==> src/common/emw_consts.svh <==
// constants for the external memory window control block
`ifndef EMW_CONSTS_SVH
`define EMW_CONSTS_SVH

// register indices; byte address is four times the index
`define EMW_IDX_PAGE1 16'hC018
`define EMW_IDX_PAGE2 16'hC01A
`define EMW_IDX_HI_EN 16'hC038
`define EMW_IDX_CTRL 16'hC03A
`define EMW_IDX_MODE 16'h0000
`define EMW_ADDR_PAGE1 ({`EMW_IDX_PAGE1, 2'b00})
`define EMW_ADDR_PAGE2 ({`EMW_IDX_PAGE2, 2'b00})
`define EMW_ADDR_HI_EN ({`EMW_IDX_HI_EN, 2'b00})
`define EMW_ADDR_CTRL ({`EMW_IDX_CTRL, 2'b00})
`define EMW_ADDR_MODE ({`EMW_IDX_MODE, 2'b00})

// reset values
`define EMW_RST_PAGE 16'h0000
`define EMW_RST_HI_EN 16'h0000
`define EMW_RST_CTRL 16'h0000
`define EMW_RST_MODE 16'h0000

// writable masks, reserved bits stay zero
`define EMW_MASK_PAGE 16'hFFFF
`define EMW_MASK_HI_EN 16'h0008
`define EMW_MASK_CTRL 16'h3FFF
`define EMW_MASK_MODE 16'h0001

// field positions
`define EMW_HI_EN_BIT 3
`define EMW_RAM_MERGE_BIT 13
`define EMW_ROM_MERGE_BIT 12
`define EMW_PAGE_WIDTH_BIT 11
`define EMW_PAGE_WAIT_LSB 8
`define EMW_ROM_WIDTH_BIT 7
`define EMW_ROM_WAIT_LSB 4
`define EMW_RAM_WIDTH_BIT 3
`define EMW_RAM_WAIT_LSB 0
`define EMW_SRAM_MODE_BIT 0
`define EMW_BUSY_BIT 8
`define EMW_PAGE_INT_BIT 8

// processor address windows, decoded on the top bits
`define EMW_WIN_PAGE1 3'h4
`define EMW_WIN_PAGE2 3'h5
`define EMW_WIN_ROM 3'h7
`define EMW_WIN_RAM 2'h1

// pins A18..A15 while the upper address is disabled
`define EMW_HI_IDLE 4'hF

`endif

==> src/common/emw_pkg.sv <==
// types shared by the external memory window control block
package emw_pkg;

  typedef enum {
    EMW_NONE,
    EMW_PAGE1,
    EMW_PAGE2,
    EMW_RAM,
    EMW_ROM
  } emw_region_t;

  typedef enum {
    EMW_IDLE,
    EMW_STROBE,
    EMW_GAP,
    EMW_DONE
  } emw_state_t;

  typedef struct packed {
    logic we;
    logic [15:0] addr;
    logic [15:0] wdata;
  } emw_cpu_req_t;

  typedef struct packed {
    logic [18:0] addr;
    logic [8:0] page_addr;
    logic [15:0] wdata;
    logic data_oe;
    logic rd_n;
    logic wr_n;
    logic ext_page_chip_select_n;
    logic ext_ram_chip_select_n;
    logic ext_rom_chip_select_n;
  } emw_ext_out_t;

endpackage

==> src/emw_ctrl.sv <==
// external memory window control with AHB-Lite register slave
//
// Function
// - page map bits appended on page window access
// - page register supplies page address 28..13
// - pins 8..0 carry page bits 21..13
// - sram mode uses only pins 4..0
// - page chip select asserted in page space
// - upper enable gives pin 15 addressing, pins 18..16 low
// - pins 18..15 high after reset, disabled
// - ram merge adds ram select to page
// - rom merge adds rom select to page
// - bit 11 sets page region width
// - bits 10..8 set page wait states
// - bit 7 sets rom width
// - bits 6..4 set rom wait states
// - bit 3 sets ram width
// - bits 2..0 set ram wait states
// - wait states counted in system clocks
// - two page registers at separate addresses
`timescale 1ns/1ps
`include "emw_consts.svh"
module emw_ctrl
  import emw_pkg::*;
(
  input wire logic mclk,
  input wire logic rst,
  input wire logic hsel,
  input wire logic [31:0] haddr,
  input wire logic [1:0] htrans,
  input wire logic hwrite,
  input wire logic [2:0] hsize,
  input wire logic [31:0] hwdata,
  input wire logic hready,
  output logic hreadyout,
  output logic hresp,
  output logic [31:0] hrdata,
  input wire logic cpu_req,
  input wire emw_cpu_req_t cpu_cmd,
  output logic cpu_ack,
  output logic [15:0] cpu_rdata,
  input wire logic [15:0] ext_data_in,
  output emw_ext_out_t ext_out
);

  logic [15:0] page1;
  logic [15:0] page2;
  logic [15:0] hi_en_reg;
  logic [15:0] ctrl;
  logic [15:0] mode;
  logic ap_valid;
  logic wr_pend;
  logic [17:0] wr_addr;
  logic [15:0] rd_mux;
  logic addr_hi_zero;
  emw_state_t state;
  emw_cpu_req_t req_q;
  emw_region_t dec_region;
  emw_region_t region_q;
  logic dec_byte;
  logic [2:0] dec_wait;
  logic [15:0] dec_page;
  logic byte_q;
  logic [2:0] wait_q;
  logic [15:0] page_q;
  logic byte_sel;
  logic ctr_load;
  logic ctr_done;
  logic strobe;
  logic is_page;
  logic dec_external;
  logic [3:0] hi_pins;
  logic [8:0] page_pins;

  // bus slave: always ready, always OKAY
  assign hreadyout = 1'b1;
  assign hresp = 1'b0;
  assign ap_valid = hsel && htrans[1] && hready;
  assign addr_hi_zero = (haddr[31:18] == 14'h0000);

  always_comb begin
    rd_mux = 16'h0000;
    if (addr_hi_zero) begin
      unique case (haddr[17:0])
        `EMW_ADDR_PAGE1: rd_mux = page1;
        `EMW_ADDR_PAGE2: rd_mux = page2;
        `EMW_ADDR_HI_EN: rd_mux = hi_en_reg;
        `EMW_ADDR_CTRL: rd_mux = ctrl;
        `EMW_ADDR_MODE: begin
          rd_mux = mode;
          rd_mux[`EMW_BUSY_BIT] = (state != EMW_IDLE);
        end
        default: rd_mux = 16'h0000;
      endcase
    end
  end

  // read data taken in the address phase, shown in the data phase
  always_ff @(posedge mclk) begin
    if (rst) begin
      hrdata <= 32'h0000_0000;
    end else if (ap_valid && !hwrite) begin
      hrdata <= {16'h0000, rd_mux};
    end
  end

  always_ff @(posedge mclk) begin
    if (rst) begin
      wr_pend <= 1'b0;
      wr_addr <= 18'h00000;
    end else begin
      wr_pend <= ap_valid && hwrite && addr_hi_zero;
      wr_addr <= haddr[17:0];
    end
  end

  // reserved bits masked so they read zero, except mode bit 8, which reads the busy flag
  always_ff @(posedge mclk) begin
    if (rst) begin
      page1 <= `EMW_RST_PAGE;
      page2 <= `EMW_RST_PAGE;
      hi_en_reg <= `EMW_RST_HI_EN;
      ctrl <= `EMW_RST_CTRL;
      mode <= `EMW_RST_MODE;
    end else if (wr_pend) begin
      unique case (wr_addr)
        `EMW_ADDR_PAGE1: page1 <= hwdata[15:0] & `EMW_MASK_PAGE;
        `EMW_ADDR_PAGE2: page2 <= hwdata[15:0] & `EMW_MASK_PAGE;
        `EMW_ADDR_HI_EN: hi_en_reg <= hwdata[15:0] & `EMW_MASK_HI_EN;
        `EMW_ADDR_CTRL: ctrl <= hwdata[15:0] & `EMW_MASK_CTRL;
        `EMW_ADDR_MODE: mode <= hwdata[15:0] & `EMW_MASK_MODE;
        default: ;
      endcase
    end
  end

  emw_region_dec u_dec (
    .addr(cpu_cmd.addr),
    .ctrl(ctrl),
    .page1(page1),
    .page2(page2),
    .region(dec_region),
    .byte_width(dec_byte),
    .wait_cnt(dec_wait),
    .page_bits(dec_page)
  );

  // a page set to the internal half (bit 21) starts no external strobe
  always_comb begin
    dec_external = (dec_region != EMW_NONE);
    if ((dec_region == EMW_PAGE1) || (dec_region == EMW_PAGE2)) begin
      dec_external = !dec_page[`EMW_PAGE_INT_BIT];
    end
  end

  // counter runs on mclk, so waits are whole mclk periods
  emw_wait_ctr #(
    .WIDTH(3)
  ) u_wait (
    .mclk(mclk),
    .rst(rst),
    .load(ctr_load),
    .load_val(wait_q),
    .done(ctr_done)
  );

  always_ff @(posedge mclk) begin
    if (rst) begin
      state <= EMW_IDLE;
      byte_sel <= 1'b0;
    end else begin
      unique case (state)
        EMW_IDLE: begin
          if (cpu_req) begin
            state <= dec_external ? EMW_STROBE : EMW_DONE;
            byte_sel <= 1'b0;
          end
        end
        EMW_STROBE: begin
          if (strobe && ctr_done) begin
            if (byte_q && !byte_sel) begin
              state <= EMW_GAP;
              byte_sel <= 1'b1;
            end else begin
              state <= EMW_DONE;
            end
          end
        end
        EMW_GAP: state <= EMW_STROBE;
        EMW_DONE: state <= EMW_IDLE;
      endcase
    end
  end

  // counter loaded one cycle before each strobe begins
  always_ff @(posedge mclk) begin
    if (rst) begin
      ctr_load <= 1'b0;
    end else begin
      ctr_load <= ((state == EMW_IDLE) && cpu_req && dec_external)
        || (strobe && ctr_done && byte_q && !byte_sel);
    end
  end

  always_ff @(posedge mclk) begin
    if (rst) begin
      req_q <= '0;
      region_q <= EMW_NONE;
      byte_q <= 1'b0;
      wait_q <= 3'h0;
      page_q <= 16'h0000;
    end else if ((state == EMW_IDLE) && cpu_req) begin
      req_q <= cpu_cmd;
      region_q <= dec_region;
      byte_q <= dec_byte;
      wait_q <= dec_wait;
      page_q <= dec_page;
    end
  end

  // internal page targets read back as zero
  always_ff @(posedge mclk) begin
    if (rst) begin
      cpu_rdata <= 16'h0000;
    end else if ((state == EMW_IDLE) && cpu_req) begin
      cpu_rdata <= 16'h0000;
    end else if (strobe && ctr_done && !req_q.we) begin
      if (!byte_q) begin
        cpu_rdata <= ext_data_in;
      end else if (!byte_sel) begin
        cpu_rdata[7:0] <= ext_data_in[7:0];
      end else begin
        cpu_rdata[15:8] <= ext_data_in[7:0];
      end
    end
  end

  assign cpu_ack = (state == EMW_DONE);

  // strobe waits one cycle so the counter is loaded first
  assign strobe = (state == EMW_STROBE) && !ctr_load;
  assign is_page = (region_q == EMW_PAGE1) || (region_q == EMW_PAGE2);

  // sram mode drives pins 8..5 low, page bits on pins 4..0 only
  always_comb begin
    if (mode[`EMW_SRAM_MODE_BIT]) begin
      page_pins = {4'h0, page_q[4:0]};
    end else begin
      page_pins = page_q[8:0];
    end
  end

  always_comb begin
    if (hi_en_reg[`EMW_HI_EN_BIT]) begin
      hi_pins = {3'h0, req_q.addr[15]};
    end else begin
      hi_pins = `EMW_HI_IDLE;
    end
  end

  always_comb begin
    ext_out = '0;
    ext_out.addr[18:15] = hi_pins;
    ext_out.addr[14:1] = req_q.addr[14:1];
    ext_out.addr[0] = byte_q ? byte_sel : req_q.addr[0];
    ext_out.page_addr = is_page ? page_pins : 9'h000;
    if (byte_q && byte_sel) begin
      ext_out.wdata = {8'h00, req_q.wdata[15:8]};
    end else if (byte_q) begin
      ext_out.wdata = {8'h00, req_q.wdata[7:0]};
    end else begin
      ext_out.wdata = req_q.wdata;
    end
    ext_out.data_oe = strobe && req_q.we;
    ext_out.rd_n = !(strobe && !req_q.we);
    ext_out.wr_n = !(strobe && req_q.we);
    ext_out.ext_page_chip_select_n = !(strobe && is_page);
    ext_out.ext_ram_chip_select_n = !(strobe && ((region_q == EMW_RAM)
      || (is_page && ctrl[`EMW_RAM_MERGE_BIT])));
    ext_out.ext_rom_chip_select_n = !(strobe && ((region_q == EMW_ROM)
      || (is_page && ctrl[`EMW_ROM_MERGE_BIT])));
  end

  // helper: cycles the strobe has been low so far
  logic [3:0] strobe_len;
  always_ff @(posedge mclk) begin
    if (rst) begin
      strobe_len <= 4'h0;
    end else if (strobe) begin
      strobe_len <= strobe_len + 4'h1;
    end else begin
      strobe_len <= 4'h0;
    end
  end
endmodule // emw_ctrl

==> src/emw_wait_ctr.sv <==
// down counter holding the strobe for the programmed wait states
`timescale 1ns/1ps
module emw_wait_ctr #(
  parameter int WIDTH = 3
) (
  input wire logic mclk,
  input wire logic rst,
  input wire logic load,
  input wire logic [WIDTH-1:0] load_val,
  output logic done
);

  logic [WIDTH-1:0] cnt;

  // one count per system clock
  always_ff @(posedge mclk) begin
    if (rst) begin
      cnt <= '0;
    end else if (load) begin
      cnt <= load_val;
    end else if (cnt != '0) begin
      cnt <= cnt - 1'b1;
    end
  end

  assign done = (cnt == '0);

endmodule // emw_wait_ctr

==> src/emw_region_dec.sv <==
// processor address decode into external regions and their timing
`timescale 1ns/1ps
`include "emw_consts.svh"
module emw_region_dec
  import emw_pkg::*;
(
  input wire logic [15:0] addr,
  input wire logic [15:0] ctrl,
  input wire logic [15:0] page1,
  input wire logic [15:0] page2,
  output emw_region_t region,
  output logic byte_width,
  output logic [2:0] wait_cnt,
  output logic [15:0] page_bits
);

  always_comb begin
    region = EMW_NONE;
    byte_width = 1'b0;
    wait_cnt = 3'h0;
    page_bits = 16'h0000;
    if (addr[15:13] == `EMW_WIN_PAGE1) begin
      region = EMW_PAGE1;
      page_bits = page1;
    end else if (addr[15:13] == `EMW_WIN_PAGE2) begin
      region = EMW_PAGE2;
      page_bits = page2;
    end else if (addr[15:13] == `EMW_WIN_ROM) begin
      region = EMW_ROM;
    end else if (addr[15:14] == `EMW_WIN_RAM) begin
      region = EMW_RAM;
    end
    unique case (region)
      EMW_PAGE1, EMW_PAGE2: begin
        byte_width = ctrl[`EMW_PAGE_WIDTH_BIT];
        wait_cnt = ctrl[`EMW_PAGE_WAIT_LSB +: 3];
      end
      EMW_ROM: begin
        byte_width = ctrl[`EMW_ROM_WIDTH_BIT];
        wait_cnt = ctrl[`EMW_ROM_WAIT_LSB +: 3];
      end
      EMW_RAM: begin
        byte_width = ctrl[`EMW_RAM_WIDTH_BIT];
        wait_cnt = ctrl[`EMW_RAM_WAIT_LSB +: 3];
      end
      EMW_NONE: begin
        byte_width = 1'b0;
      end
    endcase
  end

endmodule // emw_region_dec

==> config.mk <==
export PLATFORM = sky130hd
export DESIGN_NAME = emw_ctrl
export DESIGN_NICKNAME = d
export VERILOG_FILES = /design/src/common/emw_pkg.sv /design/src/emw_ctrl.sv /design/src/emw_wait_ctr.sv /design/src/emw_region_dec.sv
export VERILOG_INCLUDE_DIRS = /design/src /design/src/common
export SDC_FILE = /design/constraint.sdc
export NUM_CORES = 1
export LEC_CHECK = 0
export BUFFER_PORTS_ARGS = -buffer_cell sky130_fd_sc_hd__clkbuf_2
export CAP_MARGIN = 20
export CELL_PAD_IN_SITES_DETAIL_PLACEMENT = 1
export CELL_PAD_IN_SITES_GLOBAL_PLACEMENT = 2
export CORE_MARGIN = 2
export CORE_UTILIZATION = 23
export DETAILED_ROUTE_END_ITERATION = 10
export GPL_ROUTABILITY_DRIVEN = 0
export HOLD_SLACK_MARGIN = 0.05
export PLACE_DENSITY = 0.66
export SLEW_MARGIN = 20
export SYNTH_ARGS = -nofsm -noshare
export SYNTH_HDL_FRONTEND = slang
export SYNTH_HIERARCHICAL = 1
export SYNTH_SLANG_ARGS = --single-unit
==> constraint.sdc <==
create_clock -name mclk -period 2.5 [get_ports mclk]
set_clock_uncertainty 0.15 [all_clocks]
set_input_delay 0.25 -clock mclk [delete_from_list [all_inputs] [get_ports mclk]]
set_output_delay 0.25 -clock mclk [all_outputs]
set_load 0.02 [all_outputs]
==> flow_summary.ini, run 1 <==
[pwr]
switching_power_mw = 1.91
swShare = 0.275
ir_worst_vdd_v = 0.000429
p_clk_frac = 0.395
internal_power_mw = 5.03
p_seq_frac = 0.453
power_frac_comb = 0.152
cellPowerDensity_nw_per_um2 = 617
leakage_nw = 4.53

[critical_path]
required_ps = 2100
setup.worst_path.end = ext_out[27]
critical_path_class = flip-flop to output pin
r2r-start = state[0]
setup.worst_path.start = region_q[13]
r2r_slack_ps = 400
reg2reg_to = ext_out[37]
start_kind = flip-flop
crit_arrival_ps = 2070
endpoint_kind = output pin
r2r_cells = 6
path_max_fanout = 10

[global_route]
grt_use_met3 = 0.0278
grt_pass1_wl_mm = 45.1
grt_max_degree = 144
track_usage = 0.149
grt_pass1_vias = 8121
grt_overflow_total = 0
busiest_layer = met2
gr-usage-met2 = 0.268
antenna_found_initial = 1
use_met1 = 0.182

[cts]
cts_tree = yes
cts_sinks = 184
clk_latency_ps = 440
clockBufferDepth = 2
htreeDepth = 4
cts-buffers-inserted = 17
root_buffer = clkbuf_16
clkTransAtPathRegs_ps = 70

[layout]
fillers = 4353
postLayoutCoreUtil = 0.309
instances_no_fill = 1742
register_area_um2 = 3680
final_nets = 1386
largest_reg_flops = 32
syn_to_final_growth_pct = 32.6
largest_register = region_q
multi_input_area_um2 = 4130
drive_gt1_frac = 0.227
largestRegisters = region_q x32, req_q x19, wr_addr x18

[sta]
period_share = 0.989
setup_viol = 0
fin_crit_ps = 2470
hold_viol_final = 0
slew_headroom = 0.524
max_clock_freq_mhz = 405
timing.hold.ws_ps = 61.7
rsz0062_at_grt = yes
drv_slew = 0
worst_slack_ps = 28.0
tns_ps = 0
worstMarginPinSlew_ps = 713

[detailed_routing]
wl_mm = 28.6
post_drt_via_cell_ratio = 4.46
wl_per_cell_um = 16.4
ant_nets = 0
first_iter_violations = 309
vias = 7776
drc = 0
dr.pass1.iters = 4

[job]
max-cap-violations = 0

[die]
die-area_um2 = 38400
pin_count = 225
dieHeight_um = 196
rows = 70
start_util = 0.233
core_area_um2 = 36400
die_w_um = 196

[placed_design]
place_ws_ps = 258
dp_cells = 1610
io_buffers = 186
dp_hpwl_mm = 19.1

[yosys]
synth.cell_area_um2 = 8480
post_synth.cell_area_avg_um2 = 8.29
yosys_warnings = 6
syn_inst = 1023

[run_status]
run_status = finished, final reports clean

[hold_path]
holdCritPathClass = input pin to flip-flop
## critical path, cell delays in order, from the launching register on
cell	delay (ps)
dfxtp_1	320
nor4_2	290
nand4_1	210
nor4_2	240
buf_4	230
and3_1	200
clkbuf_8	150
## placed cells by master, fill, tap and decap left out, drive strengths merged, types with 2 or more instances in the layout
| cell type | count |
|---|---|
| nand4b | 2 |
| a21oi | 133 |
| bufinv | 2 |
| nand2 | 170 |
| and3 | 6 |
| clkinvlp | 6 |
| nand3b | 12 |
| dfxtp | 184 |
| a21o | 2 |
| nor4 | 25 |
| or4 | 2 |
| clkinv | 3 |
| o22a | 2 |
| a2111oi | 2 |
| conb | 47 |
| and4 | 3 |
| o31ai | 14 |
| mux2i | 28 |
| nor2 | 36 |
| nor4b | 6 |
| o21ai | 54 |
| buf | 31 |
| clkbuf | 204 |
| mux2 | 29 |
| nor2b | 33 |
| inv | 14 |
| and2 | 7 |
| nand3 | 57 |
| nand4 | 8 |
| ha | 2 |
| a22oi | 13 |
| dlygate4sd3 | 97 |
| nor3 | 8 |
| a31oi | 4 |
| a22o | 2 |
| nand2b | 11 |
| or3 | 2 |
## metrics by stage
stage / power [mW] / instance area (um2)
floorplan: 3.87 / 8640
global placement: 4.11 / 9560
detailed placement: 4.12 / 9560
CTS: 7.02 / 11200
global route: 7.28 / 11200
finish: 6.94 / 11200
## worst min path at each step
stage	start	endpoint	slack (ps)	cells after the start
floorplan	rst	u_wait/cnt[2]	170	1
global placement	ext_out[41]	ext_out[41]	290	2
detailed placement	page_q[7]	page_q[7]	300	2
CTS	rst	ext_out[38]	50	2
global route	rst	ext_out[38]	60	2
finish	rst	ext_out[42]	60	2
## cell type report
| cell class | instances | area share |
|---|---|---|
| Antenna cell | 1 | 0.000223 |
| Clock buffer | 21 | 0.0410 |
| Sequential cell | 184 | 0.328 |
| Clock inverter | 11 | 0.0110 |
| Multi-Input combinational cell | 732 | 0.367 |
| Tap cell | 468 | 0.0521 |
| Inverter | 14 | 0.00467 |
| Timing Repair Buffer | 311 | 0.196 |
## per-layer routing
| metal | share of wire | vias up |
|---|---|---|
| li1 | - | 3903 |
| met1 | 0.44 | 3711 |
| met2 | 0.51 | 137 |
| met3 | 0.033 | 25 |
| met4 | 0.016 | 0 |
| met5 | 0 | - |
## power by group through the flow
stage,Sequential [mW],Combinational [mW],Clock [mW]
floorplan,3.20,0.675,0
global placement,3.20,0.901,0
detailed placement,3.21,0.915,0
CTS,3.14,1.04,2.83
global route,3.16,1.17,2.95
finish,3.14,1.05,2.74
## repair_timing
action | CTS | global route
hold endpoints to repair | 113 | 0
hold buffers | 97 | 0
gates resized for setup | 18 | 7
pin swaps | 0 | 3
buffers inserted | 0 | 2
setup endpoints to repair | 11 | 13
(Power assumes the default switching activity.)
==> run 2, diff against run 1 <==
Settings changed: CORE_UTILIZATION 23 to 33, PLACE_DENSITY 0.66 to 0.89.
==> run 2 against run 1 <==
Compared with the run above: sequential power about the same; sequential cell count unchanged; hold slack better by 7.6 ps; largest power group unchanged; core utilization up 13 points; highest routed layer unchanged; largest cell class unchanged.
==> flow_summary.ini, run 2 (synthesized netlist as in run 1, its figures left out) <==
[sta]
hold_viol_final = 0
timing.hold.ws_ps = 69.3
drv_slew = 0
max_clock_freq_mhz = 404
slew_headroom = 0.531
tns_ps = 0
worstMarginPinSlew_ps = 704
period_share = 0.990
setup_viol = 0
fin_crit_ps = 2480
rsz0062_at_grt = yes

[cts]
htreeDepth = 4
clkTransAtPathRegs_ps = 70
clk_latency_ps = 440
cts_sinks = 184
cts_tree = yes
root_buffer = clkbuf_16
clockBufferDepth = 2
cts-buffers-inserted = 17

[placed_design]
io_buffers = 186
dp_cells = 1471
dp_hpwl_mm = 17.4

[layout]
syn_to_final_growth_pct = 30.9
register_area_um2 = 3690
final_cell_mix = dfxtp_1, clkbuf_2, nand2_1, a21oi_1, dlygate4sd3_1
drive_gt1_frac = 0.242
instances_no_fill = 1588
multi_input_area_um2 = 4210
final_nets = 1371
antenna_cells = 0
postLayoutCoreUtil = 0.441
largestRegisters = region_q x32, req_q x19, wr_addr x18
final_common_cell = dfxtp_1
fillers = 3012
largest_reg_flops = 32
largest_register = region_q

[global_route]
antenna_found_initial = 0
grt_max_degree = 103
grt_pass1_vias = 7885
track_usage = 0.193
grt_pass1_wl_mm = 41.1
grt_overflow_total = 0

[critical_path]
setup.worst_path.start = region_q[18]
crit_arrival_ps = 2080
r2r_cells = 4
r2r_slack_ps = 350
r2r-start = byte_q
endpoint_kind = output pin
reg2reg_to = cpu_rdata[2]
critical_path_class = flip-flop to output pin
required_ps = 2100
start_kind = flip-flop
path_max_fanout = 5

[die]
core_area_um2 = 25200
start_util = 0.337
die_w_um = 164
die-area_um2 = 27000
pin_count = 225
dieHeight_um = 164
rows = 58

[run_status]
run_status = finished, final reports clean

[pwr]
cellPowerDensity_nw_per_um2 = 640
ir_worst_vdd_v = 0.000395
leakage_nw = 4.52

[detailed_routing]
wl_per_cell_um = 16.6
dr.pass1.iters = 4
vias = 7834
wl_mm = 26.3
post_drt_via_cell_ratio = 4.93
first_iter_violations = 464
ant_nets = 0
drc = 0

[hold_path]
hold_depth = 4
hold_path.startpoint = ext_data_in[8]
holdCritPathClass = input pin to flip-flop
min_to = cpu_rdata[8]

[job]
max-cap-violations = 0
-- run 2: cell count changes in the layout (fill, tap and decap cells not counted), moves of 4 or more --
| cell | before | now |
|---|---|---|
| dlygate4sd3_1 | 97 | 82 |
| dfxtp_1 | 184 | 177 |
| dfxtp_2 | 0 | 7 |
| buf_4 | 29 | 24 |
| clkinvlp_4 | 6 | 1 |
| nor4_4 | 2 | 7 |
| and3_1 | 6 | 2 |
| and3_4 | 0 | 4 |
| inv_6 | 0 | 4 |
-- run 2: per-layer routing --
metal  up-vias  share of wire  track usage
met2       153           0.54        0.360
met1      3803           0.42        0.229
met4         0         0.0054       0.0399
met5         -              0            0
met3        13          0.036       0.0386
li1       3865              -            -
-- run 2: per-stage QoR --
stage | setup WS [ps] | area, um2 | total power [mW]
5_1_grt | -94.9 | 11100 | 7.42
6_report | 24.1 | 11100 | 7.10
2_1_floorplan | 638 | 8640 | 3.87
4_1_cts | -27.6 | 11000 | 7.13
3_3_place_gp | 398 | 9420 | 4.09
3_5_place_dp | 339 | 9420 | 4.12
-- run 2: worst max-delay path: stages (launching register included) --
cell      delay [ps]
dfxtp_2          340
nor4_4           270
nand4_1          250
nor4_4           240
buf_4            210
and3_4           190
clkbuf_8         140
-- run 2: what timing repair did --
item,CTS,global route
hold endpoints to repair,113,0
gates cloned,1,0
setup endpoints to repair,11,12
gates resized for setup,30,20
hold buffers,82,0
pin swaps,5,4
buffers inserted,1,1
-- run 2: worst max path at each step --
stage	endpoint	slack [ps]	depth (start not counted)
detailed placement	cpu_rdata[4]	340	4
global placement	cpu_rdata[1]	400	4
global route	ext_out[2]	-90	7
finish	ext_out[30]	20	6
floorplan	ext_out[27]	640	4
CTS	ext_out[29]	-30	6
-- run 2: where the power goes --
group | switching (mW) | internal (mW)
sequential | 0.0933 | 3.06
combinational | 0.597 | 0.454
clock | 1.21 | 1.69
-- run 2: layout make-up --
class / instances / share of cell area
Clock inverter: 14 / 0.0176
Tap cell: 330 / 0.0372
Multi-Input combinational cell: 732 / 0.379
Inverter: 14 / 0.00474
Sequential cell: 184 / 0.333
Timing Repair Buffer: 296 / 0.190
Clock buffer: 18 / 0.0387
==> run 3, diff against run 2 <==
Settings changed: RECOVER_POWER set to 100.
==> run 3 against run 2 <==
Compared with the run above: critical path depth is the same; largest cell class unchanged; setup slack got worse by 3.9 ps; register-to-register slack got worse by 90 ps; largest power group unchanged.
==> flow_summary.ini, run 3 (synthesized netlist as in run 1, its figures left out) <==
[run_status]
run_status = finished, final reports clean

[layout]
final_cell_mix = dfxtp_1, nand2_1, a21oi_1, clkbuf_2, dlygate4sd3_1
largest_reg_flops = 32
largestRegisters = region_q x32, req_q x19, wr_addr x18
fillers = 3061
final_common_cell = dfxtp_1
largest_register = region_q
final_nets = 1371
fin_area_um2 = 11000
syn_to_final_growth_pct = 29.4
antenna_cells = 0
postLayoutCoreUtil = 0.436
drive_gt1_frac = 0.187

[critical_path]
cp_slowest_stage_delay_ps = 340
crit_chain = nor4_4 > nand4_1 > nor4_4 > buf_4 > and3_4 > clkbuf_8
path_max_fanout = 5
crit_top_cell = nor4_4
required_ps = 2100
critPathTopFamily = simple AND/OR/NAND/NOR gates
endpoint_kind = output pin
critical_path_class = flip-flop to output pin
crit_arrival_ps = 2080
start_kind = flip-flop
worst-path-buf-inv = 2
cp_slowest_cell = dfxtp_2

[global_route]
grt_pass1_wl_mm = 41.1
antenna_found_initial = 0
busiest_layer = met2
grt_use_met3 = 0.0386
grt_overflow_total = 0
grt_max_degree = 103
grt_pass1_vias = 7885
gr-usage-met2 = 0.360
track_usage = 0.193
use_met1 = 0.229

[sta]
period_share = 0.992
worstMarginPinSlew_ps = 1360
drv_slew = 0
setup_viol = 0
slew_headroom = 0.0907
hold_viol_final = 0
rsz0062_at_grt = yes
fin_crit_ps = 2480
timing.hold.ws_ps = 60.6
max_clock_freq_mhz = 403

[cts]
clockBufferDepth = 2
cts_sinks = 184
htreeDepth = 4
cts-buffers-inserted = 17
root_buffer = clkbuf_16
clk_latency_ps = 430
cts_tree = yes
clkTransAtPathRegs_ps = 70

[die]
dieHeight_um = 164
core_area_um2 = 25200
rows = 58
die_w_um = 164
pin_count = 225
start_util = 0.337
die-area_um2 = 27000

[pwr]
ir_worst_vdd_v = 0.000396
power_frac_comb = 0.145
power_mw = 7.08
p_seq_frac = 0.445
cellPowerDensity_nw_per_um2 = 646
switching_power_mw = 1.90
internal_power_mw = 5.18
leakage_nw = 4.28
swShare = 0.269
p_clk_frac = 0.409

[job]
max-cap-violations = 0

[detailed_routing]
wl_per_cell_um = 16.7
post_drt_via_cell_ratio = 4.94
first_iter_violations = 456
dr.pass1.iters = 4
vias = 7852
wl_mm = 26.5
drc = 0
ant_nets = 0

[placed_design]
io_buffers = 186
dp_hpwl_mm = 17.4
dpl_cell_area_um2 = 9420

[hold_path]
holdCritPathClass = input pin to flip-flop
-- run 3: cell types whose count changed in the layout (fill, tap and decap cells not counted), moves of 2 or more --
cell | previous run | this run
clkbuf_4 | 0 | 2
buf_12 | 5 | 3
buf_4 | 24 | 21
clkbuf_1 | 1 | 67
clkbuf_2 | 175 | 112
-- run 3: final cells by class --
| class | count | area (um2) | area share |
|---|---|---|---|
| repair buffers | 296 | 1990 | 0.181 |
| clock buffers | 18 | 429 | 0.0391 |
| well taps | 330 | 413 | 0.0376 |
| flip-flops and latches | 184 | 3690 | 0.337 |
| clock inverters | 14 | 195 | 0.0178 |
| inverters | 14 | 52.6 | 0.00479 |
| multi-input cells | 732 | 4200 | 0.383 |
-- run 3: per-layer routing --
| layer | up-vias | part of all wire |
|---|---|---|
| met5 | - | 0 |
| met4 | 0 | 0.0084 |
| met3 | 17 | 0.038 |
| met2 | 145 | 0.54 |
| met1 | 3821 | 0.42 |
| li1 | 3869 | - |
-- run 3: path summary, 6_finish.rpt --
check	start	end	slack [ps]	cells past startpoint
max	region_q[18]	ext_out[30]	20	6
min	ext_data_in[8]	cpu_rdata[8]	60	4
min reg2reg	req_q[2]	req_q[2]	310	2
max reg2reg	state[0]	ext_out[38]	260	5
-- run 3: power groups by stage --
stage	Combinational, mW	Clock, mW	Sequential (mW)
finish	1.03	2.90	3.15
global route	1.14	3.09	3.17
CTS	1.03	2.96	3.14
detailed placement	0.914	0	3.20
global placement	0.893	0	3.20
floorplan	0.675	0	3.20
-- run 3: what timing repair did --
action,CTS,global route
gates cloned,1,0
setup buffers,1,1
gates resized for setup,30,20
endpoints found under the hold margin,113,0
hold buffers,82,0
pin swaps,5,4
setup endpoints to repair,11,12
-- run 3: per-stage QoR --
stage               setup TNS [ps]  worst slack, ps  instances
floorplan                        0              638       1067
global placement                 0              398       1471
detailed placement               0              339       1471
CTS                           -140            -27.6       1587
global route                  -866            -94.9       1588
finish                           0             20.2       1588
-- run 3: worst min-delay path: stages --
cell	delay, ps
clkbuf_2	80
mux2_2	130
mux2i_1	50
nor2_1	90
